## src/verilog/dpl_params.svh

```systemverilog
`ifndef DPL_PARAMS_SVH
`define DPL_PARAMS_SVH

// Register indices; the APB byte address is four times the index.
`define DPL_IDX_DUTY_A     6'h0A
`define DPL_IDX_DUTY_B     6'h0B
`define DPL_IDX_MISC       6'h0C
`define DPL_IDX_STATUS     6'h0D
`define DPL_IDX_TIMER      6'h0E

// Control register field positions.
`define DPL_MISC_SFA       3
`define DPL_MISC_SFB       2
`define DPL_MISC_SM        1

// Status register field positions.
`define DPL_STAT_PIN_A     0
`define DPL_STAT_PIN_B     1
`define DPL_STAT_STOP      2

// Reset values.
`define DPL_DUTY_RST       8'h00
`define DPL_MISC_RST       1'b0

// Bus clock is the reference divided by 1 normally, by 16 in slow bus mode.
`define DPL_SLOW_BUS_LAST  4'hF
// Timer clock is four bus clocks.
`define DPL_TIMER_LAST     2'h3

// Repetition periods in timer clocks: 256 fast, 4096 slow.
`define DPL_FAST_PERIOD    256
`define DPL_SLOW_PERIOD    4096
// A slow duty step spans 4096 / 256 = 16 timer clocks.
`define DPL_SLOW_SHIFT     4

`endif

```

## src/verilog/dpl_pkg.sv

```systemverilog
`default_nettype none
package dpl_pkg;

  typedef struct packed {
    logic [3:0]  bus_div;
    logic [1:0]  tim_div;
    logic [15:0] count;
    logic        tick;
  } dpl_tb_st_t;

  typedef struct packed {
    logic [7:0] duty;
    logic [7:0] active;
    logic       pin;
  } dpl_ch_st_t;

  typedef struct packed {
    logic        pready;
    logic        pslverr;
    logic [31:0] prdata;
    logic        slow_a;
    logic        slow_b;
    logic        slow_bus;
    logic        stop_seen;
  } dpl_top_st_t;

endpackage

`default_nettype wire

```

## src/verilog/dpl_top.sv

```systemverilog
// Overview of operation
// - A zero duty value keeps that channel's pin low the whole period.
// - Duty 0x80 gives half-period high time; high time scales linearly.
// - Duty 0xFF is high 255 of 256 steps, never continuously high.
// - Duty writes are buffered and applied only at the period boundary.
// - Slow select set gives a 4096 timer clock period for the channel.
// - Slow select clear gives a 256 timer clock period; one bit each.
// - A step lasts 4 bus clocks fast and 64 bus clocks slow.
// - Slow or fast, each period keeps 256 equal duty steps.
// - Steps come from the shared timer; clearing it disturbs outputs.
// - Reset clears both duty registers to zero.
// - Wait state leaves both waveforms running unchanged.
// - Entering stop freezes each pin at its present level.
// - Leaving stop by interrupt resumes normal waveform generation.
// - Global slow bit divides the bus clock by 16 more, timer included.
// - Global slow bit clears at reset and when stop is entered.
// - Slow select A, slow select B, global slow sit in bits 3, 2, 1.
`timescale 1ns/1ps
`default_nettype none
`include "dpl_params.svh"

module dpl_top
  import dpl_pkg::*;
(
  input  wire logic        clk,
  input  wire logic        rst,
  input  wire logic        psel,
  input  wire logic        penable,
  input  wire logic        pwrite,
  input  wire logic [7:0]  paddr,
  input  wire logic [31:0] pwdata,
  output logic [31:0]      prdata,
  output logic             pready,
  output logic             pslverr,
  input  wire logic        stop_mode,
  input  wire logic        timer_clear,
  output logic             duty_channel_a,
  output logic             duty_channel_b
);

  dpl_top_st_t s;
  dpl_top_st_t next_s;

  logic        access;
  logic        respond;
  logic        aligned;
  logic [5:0]  idx;
  logic        hit_a;
  logic        hit_b;
  logic        hit_misc;
  logic        hit_stat;
  logic        hit_tim;
  logic        mapped;
  logic        wr_a;
  logic        wr_b;
  logic        wr_misc;
  logic [31:0] rdata;
  logic [7:0]  duty_a;
  logic [7:0]  duty_b;
  logic        tick;
  logic [15:0] tcount;

  // Address decode. Every register takes one aligned word.
  always_comb begin
    idx      = paddr[7:2];
    aligned  = (paddr[1:0] == 2'h0);
    hit_a    = aligned && (idx == `DPL_IDX_DUTY_A);
    hit_b    = aligned && (idx == `DPL_IDX_DUTY_B);
    hit_misc = aligned && (idx == `DPL_IDX_MISC);
    hit_stat = aligned && (idx == `DPL_IDX_STATUS);
    hit_tim  = aligned && (idx == `DPL_IDX_TIMER);
    mapped   = hit_a || hit_b || hit_misc || hit_stat || hit_tim;
  end

  // The access phase lasts exactly two cycles: pready rises in the
  // second, and a write lands only at the edge that samples it high.
  always_comb begin
    access  = psel && penable;
    respond = access && s.pready;
    wr_a    = respond && pwrite && hit_a;
    wr_b    = respond && pwrite && hit_b;
    wr_misc = respond && pwrite && hit_misc;
  end

  // Read data mux. Unused bits read as zero.
  always_comb begin
    rdata = 32'h0000_0000;
    if (hit_a) begin
      rdata[7:0] = duty_a;
    end else if (hit_b) begin
      rdata[7:0] = duty_b;
    end else if (hit_misc) begin
      rdata[`DPL_MISC_SFA] = s.slow_a;
      rdata[`DPL_MISC_SFB] = s.slow_b;
      rdata[`DPL_MISC_SM]  = s.slow_bus;
    end else if (hit_stat) begin
      rdata[`DPL_STAT_PIN_A] = duty_channel_a;
      rdata[`DPL_STAT_PIN_B] = duty_channel_b;
      rdata[`DPL_STAT_STOP]  = s.stop_seen;
    end else if (hit_tim) begin
      rdata[15:0] = tcount;
    end
  end

  always_comb begin
    next_s = s;
    next_s.pready = 1'b0;
    // The error flag is a pulse beside pready, never left standing.
    next_s.pslverr = 1'b0;
    // First access cycle: latch the answer and raise pready.
    if (access && !s.pready) begin
      next_s.pready  = 1'b1;
      next_s.pslverr = !mapped;
      next_s.prdata  = rdata;
    end
    // Select bits act at once; only the duty values are buffered, so
    // software must set these first or see one distorted period.
    if (wr_misc) begin
      next_s.slow_a   = pwdata[`DPL_MISC_SFA];
      next_s.slow_b   = pwdata[`DPL_MISC_SFB];
      next_s.slow_bus = pwdata[`DPL_MISC_SM];
    end
    // Entry into stop overrides a write in the same cycle, because the
    // core can not issue one while it is stopping anyway.
    if (stop_mode && !s.stop_seen) begin
      next_s.slow_bus = 1'b0;
    end
    next_s.stop_seen = stop_mode;
  end

  always_ff @(posedge clk) begin
    if (rst) begin
      s.pready    <= 1'b0;
      s.pslverr   <= 1'b0;
      s.prdata    <= 32'h0000_0000;
      s.slow_a    <= `DPL_MISC_RST;
      s.slow_b    <= `DPL_MISC_RST;
      s.slow_bus  <= `DPL_MISC_RST;
      s.stop_seen <= 1'b0;
    end else begin
      s <= next_s;
    end
  end

  assign prdata  = s.prdata;
  assign pready  = s.pready;
  assign pslverr = s.pslverr;

  // Wait mode has no input here: nothing in the chain looks at it, so
  // both waveforms keep running. Stop halts the timer chain, so no tick
  // reaches the channels and their pin flops hold their level; when the
  // core drops stop after an interrupt the chain simply continues.
  dpl_timebase u_timebase (
    .clk         (clk),
    .rst         (rst),
    .slow_bus    (s.slow_bus),
    .halt        (stop_mode),
    .timer_clear (timer_clear),
    .tick        (tick),
    .count       (tcount)
  );

  dpl_channel u_chan_a (
    .clk     (clk),
    .rst     (rst),
    .tick    (tick),
    .slow    (s.slow_a),
    .count   (tcount[11:0]),
    .wr_en   (wr_a),
    .wr_data (pwdata[7:0]),
    .duty    (duty_a),
    .pin     (duty_channel_a)
  );

  dpl_channel u_chan_b (
    .clk     (clk),
    .rst     (rst),
    .tick    (tick),
    .slow    (s.slow_b),
    .count   (tcount[11:0]),
    .wr_en   (wr_b),
    .wr_data (pwdata[7:0]),
    .duty    (duty_b),
    .pin     (duty_channel_b)
  );

endmodule

`default_nettype wire

```

## src/verilog/dpl_timebase.sv

```systemverilog
`timescale 1ns/1ps
`default_nettype none
`include "dpl_params.svh"

module dpl_timebase
  import dpl_pkg::*;
(
  input  wire logic        clk,
  input  wire logic        rst,
  input  wire logic        slow_bus,
  input  wire logic        halt,
  input  wire logic        timer_clear,
  output logic             tick,
  output logic [15:0]      count
);

  dpl_tb_st_t s;
  dpl_tb_st_t next_s;
  logic       bus_en;

  always_comb begin
    next_s = s;
    next_s.tick = 1'b0;
    bus_en = 1'b0;
    // Stop halts the whole chain, so no step can advance while frozen.
    if (!halt) begin
      if (slow_bus) begin
        bus_en = (s.bus_div == `DPL_SLOW_BUS_LAST);
        next_s.bus_div = s.bus_div + 4'h1;
      end else begin
        bus_en = 1'b1;
        next_s.bus_div = 4'h0;
      end
      if (bus_en) begin
        next_s.tim_div = s.tim_div + 2'h1;
        if (s.tim_div == `DPL_TIMER_LAST) begin
          next_s.count = 16'(s.count + 16'h0001);
          next_s.tick = 1'b1;
        end
      end
    end
    // Clearing the shared counter restarts every period mid-way.
    if (timer_clear) begin
      next_s.count = 16'h0000;
      next_s.tim_div = 2'h0;
      next_s.tick = 1'b0;
    end
  end

  always_ff @(posedge clk) begin
    if (rst) begin
      s <= '0;
    end else begin
      s <= next_s;
    end
  end

  assign tick = s.tick;
  assign count = s.count;

endmodule

`default_nettype wire

```

## src/verilog/dpl_channel.sv

```systemverilog
`timescale 1ns/1ps
`default_nettype none
`include "dpl_params.svh"

module dpl_channel
  import dpl_pkg::*;
(
  input  wire logic        clk,
  input  wire logic        rst,
  input  wire logic        tick,
  input  wire logic        slow,
  input  wire logic [11:0] count,
  input  wire logic        wr_en,
  input  wire logic [7:0]  wr_data,
  output logic [7:0]       duty,
  output logic             pin
);

  dpl_ch_st_t s;
  dpl_ch_st_t next_s;
  logic [7:0] step;
  logic       start;

  always_comb begin
    next_s = s;
    // Slow mode stretches each of the 256 steps to 16 timer clocks.
    if (slow) begin
      step = count[11:`DPL_SLOW_SHIFT];
      start = (count == 12'h000);
    end else begin
      step = count[7:0];
      start = (count[7:0] == 8'h00);
    end
    if (wr_en) begin
      next_s.duty = wr_data;
    end
    // The buffer moves to the comparator only when a new period begins.
    if (tick) begin
      if (start) begin
        next_s.active = s.duty;
      end
      // Zero keeps the pin low; all ones leaves one low step.
      next_s.pin = (step < next_s.active);
    end
  end

  always_ff @(posedge clk) begin
    if (rst) begin
      s.duty <= `DPL_DUTY_RST;
      s.active <= `DPL_DUTY_RST;
      s.pin <= 1'b0;
    end else begin
      s <= next_s;
    end
  end

  assign duty = s.duty;
  assign pin = s.pin;

endmodule

`default_nettype wire

```

## config.mk

```make
export PLATFORM = sky130hd
export DESIGN_NAME = dpl_top
export DESIGN_NICKNAME = d
export VERILOG_FILES = /design/src/verilog/dpl_pkg.sv /design/src/verilog/dpl_top.sv /design/src/verilog/dpl_timebase.sv /design/src/verilog/dpl_channel.sv
export VERILOG_INCLUDE_DIRS = /design/src /design/src/verilog
export SDC_FILE = /design/constraint.sdc
export NUM_CORES = 1
export LEC_CHECK = 0
export BUFFER_PORTS_ARGS = -buffer_cell sky130_fd_sc_hd__buf_2
export CAP_MARGIN = 20
export CORE_AREA = 2 2 89 91
export DETAILED_ROUTE_END_ITERATION = 12
export DIE_AREA = 0 0 91 93
export GPL_TIMING_DRIVEN = 0
export PLACE_DENSITY = 0.84
export SLEW_MARGIN = 40
export SYNTH_ARGS = -nofsm -noshare
export SYNTH_HDL_FRONTEND = slang
export SYNTH_SLANG_ARGS = --single-unit
```

## constraint.sdc

```tcl
create_clock -name clk -period 7.4 [get_ports clk]
set_input_delay 1.85 -clock clk [delete_from_list [all_inputs] [get_ports clk]]
set_output_delay 1.85 -clock clk [all_outputs]
set_load 0.05 [all_outputs]
```

==> impl.org <==
** Status
- The flow ran to the end, and the final reports show no timing, DRC or antenna violations.

** STA
- Slew @ Worst Pin :: approximately 0.66 ns
- Setup violations remaining at the end of the flow were counted as 0.
- Shortest clock period the worst path allows after layout :: 3.33 ns
- The count of pins over their slew limit was 0.
- Hold slack :: between 0.4 and 0.5 ns
- Headroom to the max-slew limit came out at 0.555.
- Based on the critical path, the design can be clocked at up to between 300 and 400 MHz.
- For the final database, setup skew stands at 0.0104 ns.
- Setup repair after global routing missed its margin :: false
- The final hold violation count came to 0.
- In the finished design, the share of the clock period the worst path needs comes to 0.450.
- For the final routed database, the setup TNS stands at 0 ns.

** Worst setup path
- Walking the worst path, the cells encountered are buf_2 -> nor4b_2 -> nor4bb_1 -> buf_2 -> mux2i_1 -> nor2_1.
- The worst register-to-register path has a depth of 8.
- The critical path crosses 6 cells after its start point.
- STA classifies the critical path startpoint as a primary input.
- Critical path class :: primary input to flip-flop
- The most numerous cell type found on the critical path is sky130_fd_sc_hd__buf_2.
- Start of the worst register-to-register path :: u_timebase.count[7]$_SDFFE_PP0P_
- Critical path's top delay family :: simple AND/OR/NAND/NOR gates
- Crit path required time :: ~7.6 ns
- In this design, the stage delay of the slowest critical-path cell is 0.59 ns.
- Max stage delay cell, worst path :: sky130_fd_sc_hd__nor4b_2
- CP arrival :: approximately 3.6 ns
- In this run the worst setup path begins at paddr[4].
- Number of buffer and inverter instances along the worst setup path :: 2
- Largest fanout on the critical path :: 8
- Crit end category :: flip-flop

** CTS
- The tree built by TritonCTS fans out to 79 sinks.
- After clock tree synthesis, the repair step resized 0 gates.
- Clock Tree Root :: sky130_fd_sc_hd__clkbuf_8
- In this run the number of H-tree levels came out at 3.
- Clock latency at the later pin of the worst-skew pair :: about 0.37 ns
- Hold repair after CTS inserted 0 buffers.
- The number of setup buffers added after CTS is 0.
- Clock tree from TritonCTS :: built
- Number of buffers between clock root and the deepest sink :: 2
- Clock slew seen by the registers of the worst setup and hold paths :: ~0.08 ns
- TritonCTS created 9 clock buffers.

** Synth
- For this run, asynchronously set or reset flops after synthesis account for 0.
- Of the total synthesized cell area, the portion taken by XOR and XNOR cells is 0.00596.
- For this run, the number of Yosys warnings is 0.
- Number of flops mapped to enable cells by yosys :: 0
- Adder-Cell Fraction of Synth Area :: 0.0511
- Basic-gate share of the synthesized area counting and, or, nand and nor cells :: 0.186
- The synthesized netlist contains 53 unique library cells.
- By area, the combinational part of the netlist is dominated by simple AND/OR/NAND/NOR gates.
- After synthesis the netlist holds a flip-flop and latch count of between 70 and 80.
- Measured against the total synthesized area, the mux share comes to 0.156.
- Fraction of the mapped netlist area in compound gates :: 0.146
- Seq/Total Area, Yosys :: 0.359
- In the synthesized netlist the dominant register cell turns out to be sky130_fd_sc_hd__dfxtp_1.
- Synthesized area divided by synthesized cell count :: 8.87 um^2
- In the synthesized netlist, the number of instances is 497.
- In this run the cell area of the synthesized design comes to ~0.0044 mm^2.

** Hold path
- The worst hold path was traced through 2 stages.
- The startpoint identified for the worst hold timing path is prdata[4]$_SDFFE_PP0P_.
- The worst hold path belongs to the class flip-flop to flip-flop.

** Cells and area
- The repair_antennas step left the layout with diodes totalling 0.
- The net count of the finished layout is approximately 630.
- In the layout the commonest cells are sky130_fd_sc_hd__dfxtp_1, sky130_fd_sc_hd__nor2_1, sky130_fd_sc_hd__mux2i_1.
- The filler cells instantiated in the layout total 596.
- Leaving out fill and tap cells, the most frequent cell in the layout is sky130_fd_sc_hd__dfxtp_1.
- The area growth from synthesis to layout is 13.5%.
- Of the cells placed in the final design, the portion with a size suffix greater than 1 is 0.213.
- Fin area :: between 0.005 and 0.006 mm^2

** Routing
- Routed via count divided by cell count :: roughly 6
- Number of detailed-routing iterations run before antenna repair :: 5
- Antenna violation net count after detailed routing :: 0
- Number of violations reported at the end of detailed-routing iteration 0 :: 332
- The routed layout has ~4,000 vias.
- Final WL :: about 11,000 um
- Post-detailed-route wirelength per cell :: around 17 um
- For this run, design rule violations remaining after detail routing come to 0.

** Placement
- After detailed placement, the total cell area comes to 0.00480 mm^2.
- Detailed-placement wirelength estimate :: roughly 8200 um
- Gp weighted congestion :: around 0.96
- Buffers added on ports :: slightly above 40

** Die
- In this run the vertical extent of the chip is between 90 and 100 um.
- Starting Density :: 0.586
- Total Die Area :: around 0.0085 mm^2
- After floorplanning, the core was divided into 32 placement rows.
- Core area :: approximately 0.0075 mm^2
- The die is about 90 um wide.
- During I/O placement, the number of pins put on the boundary was 83.

** Flow run
- Max-cap violations in this run came to 0.

** Power
- Cell area power density :: between 150 and 200 mW/mm^2
- The worst-case IR drop observed on VDD is around 0.000094 V.
- Leakage power :: 2.08 nW

** Global route
- Total global routing overflow :: 0
- Total routing usage reported by global routing :: 0.272
- Number of global-route vias before repair :: 3,890
- Global-route wire length before repair :: ~18,000 um
- Number of antenna violations at the first check in global routing :: 0
- Entering global routing, the biggest net connects 16 pins.
registers in the layout, summed over array words and instances, names as in the netlist:
register / count
u_chan_b.duty: 8
pslverr: 1
s: 4
u_chan_a.s: 8
u_timebase.count: 16
prdata: 16
u_timebase.tick: 1
u_chan_a.pin: 1
u_chan_b.pin: 1
u_chan_a.duty: 8
u_timebase.s: 6
pready: 1
u_chan_b.s: 8
through the flow:
step,std cells,setup WS (ns),utilization,power (mW)
finish,671,4.07,0.665,0.835
CTS,671,4.10,0.665,0.834
detailed placement,655,3.77,0.637,0.508
floorplan,512,4.21,-,0.491
global route,671,3.89,0.665,0.861
global placement,655,3.82,0.637,0.506
final timing paths:
path | endpoint | slack [ns]
worst max register to register | u_chan_a.pin$_SDFFE_PP0P_ | 4.52
worst max-delay path | u_chan_b.duty[5]$_SDFFE_PP0P_ | 4.07
worst min register to register | prdata[4]$_SDFFE_PP0P_ | 0.46
worst min-delay path | prdata[4]$_SDFFE_PP0P_ | 0.46
tightest hold or removal path, delay by kind of cell (launching register included):
| kind | cells | cell delay [ns] |
|---|---|---|
| AO/OA/AOI/OAI | 1 | 0.05 |
| flip-flops | 1 | 0.33 |
| AND/OR/NAND/NOR | 1 | 0.05 |
cell usage after synthesis (4+ instances only):
master,number,share of area
sky130_fd_sc_hd__nor2_1,62,0.053
sky130_fd_sc_hd__buf_4,32,0.054
sky130_fd_sc_hd__and2_1,5,0.0071
sky130_fd_sc_hd__a21oi_1,26,0.030
sky130_fd_sc_hd__nor2b_1,4,0.0057
sky130_fd_sc_hd__buf_2,6,0.0068
sky130_fd_sc_hd__inv_1,8,0.0068
sky130_fd_sc_hd__o31ai_1,13,0.022
sky130_fd_sc_hd__or4_1,8,0.014
sky130_fd_sc_hd__mux2_2,12,0.031
sky130_fd_sc_hd__a21o_1,6,0.010
sky130_fd_sc_hd__a32oi_1,8,0.016
sky130_fd_sc_hd__nor3_1,6,0.0068
sky130_fd_sc_hd__a21boi_0,4,0.0068
sky130_fd_sc_hd__nand2_1,29,0.025
sky130_fd_sc_hd__o21ai_0,11,0.012
sky130_fd_sc_hd__mux2i_1,55,0.12
sky130_fd_sc_hd__clkbuf_1,22,0.019
sky130_fd_sc_hd__o22ai_1,4,0.0057
sky130_fd_sc_hd__dfxtp_1,79,0.36
sky130_fd_sc_hd__ha_1,18,0.051
sky130_fd_sc_hd__nand4_1,7,0.0099
sky130_fd_sc_hd__a211oi_1,7,0.012
sky130_fd_sc_hd__nand3_1,13,0.015
per-layer routing:
metal | wire length (um) | up-vias | GRT usage
met3 | 899 | 38 | 0.0564
met1 | 4730 | 1888 | 0.335
met4 | 344 | 0 | 0.141
li1 | - | 1876 | -
met5 | 0 | - | 0
met2 | 5230 | 213 | 0.449
final cells by class:
type                    count  area [um^2]  share of cell area
multi-input cells         360         2460               0.493
flip-flops and latches     79         1580               0.316
clock buffers               9          124              0.0248
plain buffers              65          388              0.0775
inverters                   8         30.0             0.00600
repair buffers             41          205              0.0410
well taps                 102          128              0.0255
clock inverters             7         82.6              0.0165
kinds of logic after synthesis:
| kind of cell | count (synthesis) |
|---|---|
| fa+ha+maj | 18 |
| other cells | 1 |
| buf+inv | 73 |
| flops | 79 |
| simple gates | 160 |
| compound gates | 96 |
| xor+xnor | 3 |
| mux | 67 |
power breakdown:
part | total, mW | switching [mW] | internal, mW
Clock | 0.336 | 0.176 | 0.160
Sequential | 0.428 | 0.00113 | 0.427
Combinational | 0.0711 | 0.0506 | 0.0205
Note: power is estimated with default switching activity, not from simulation.
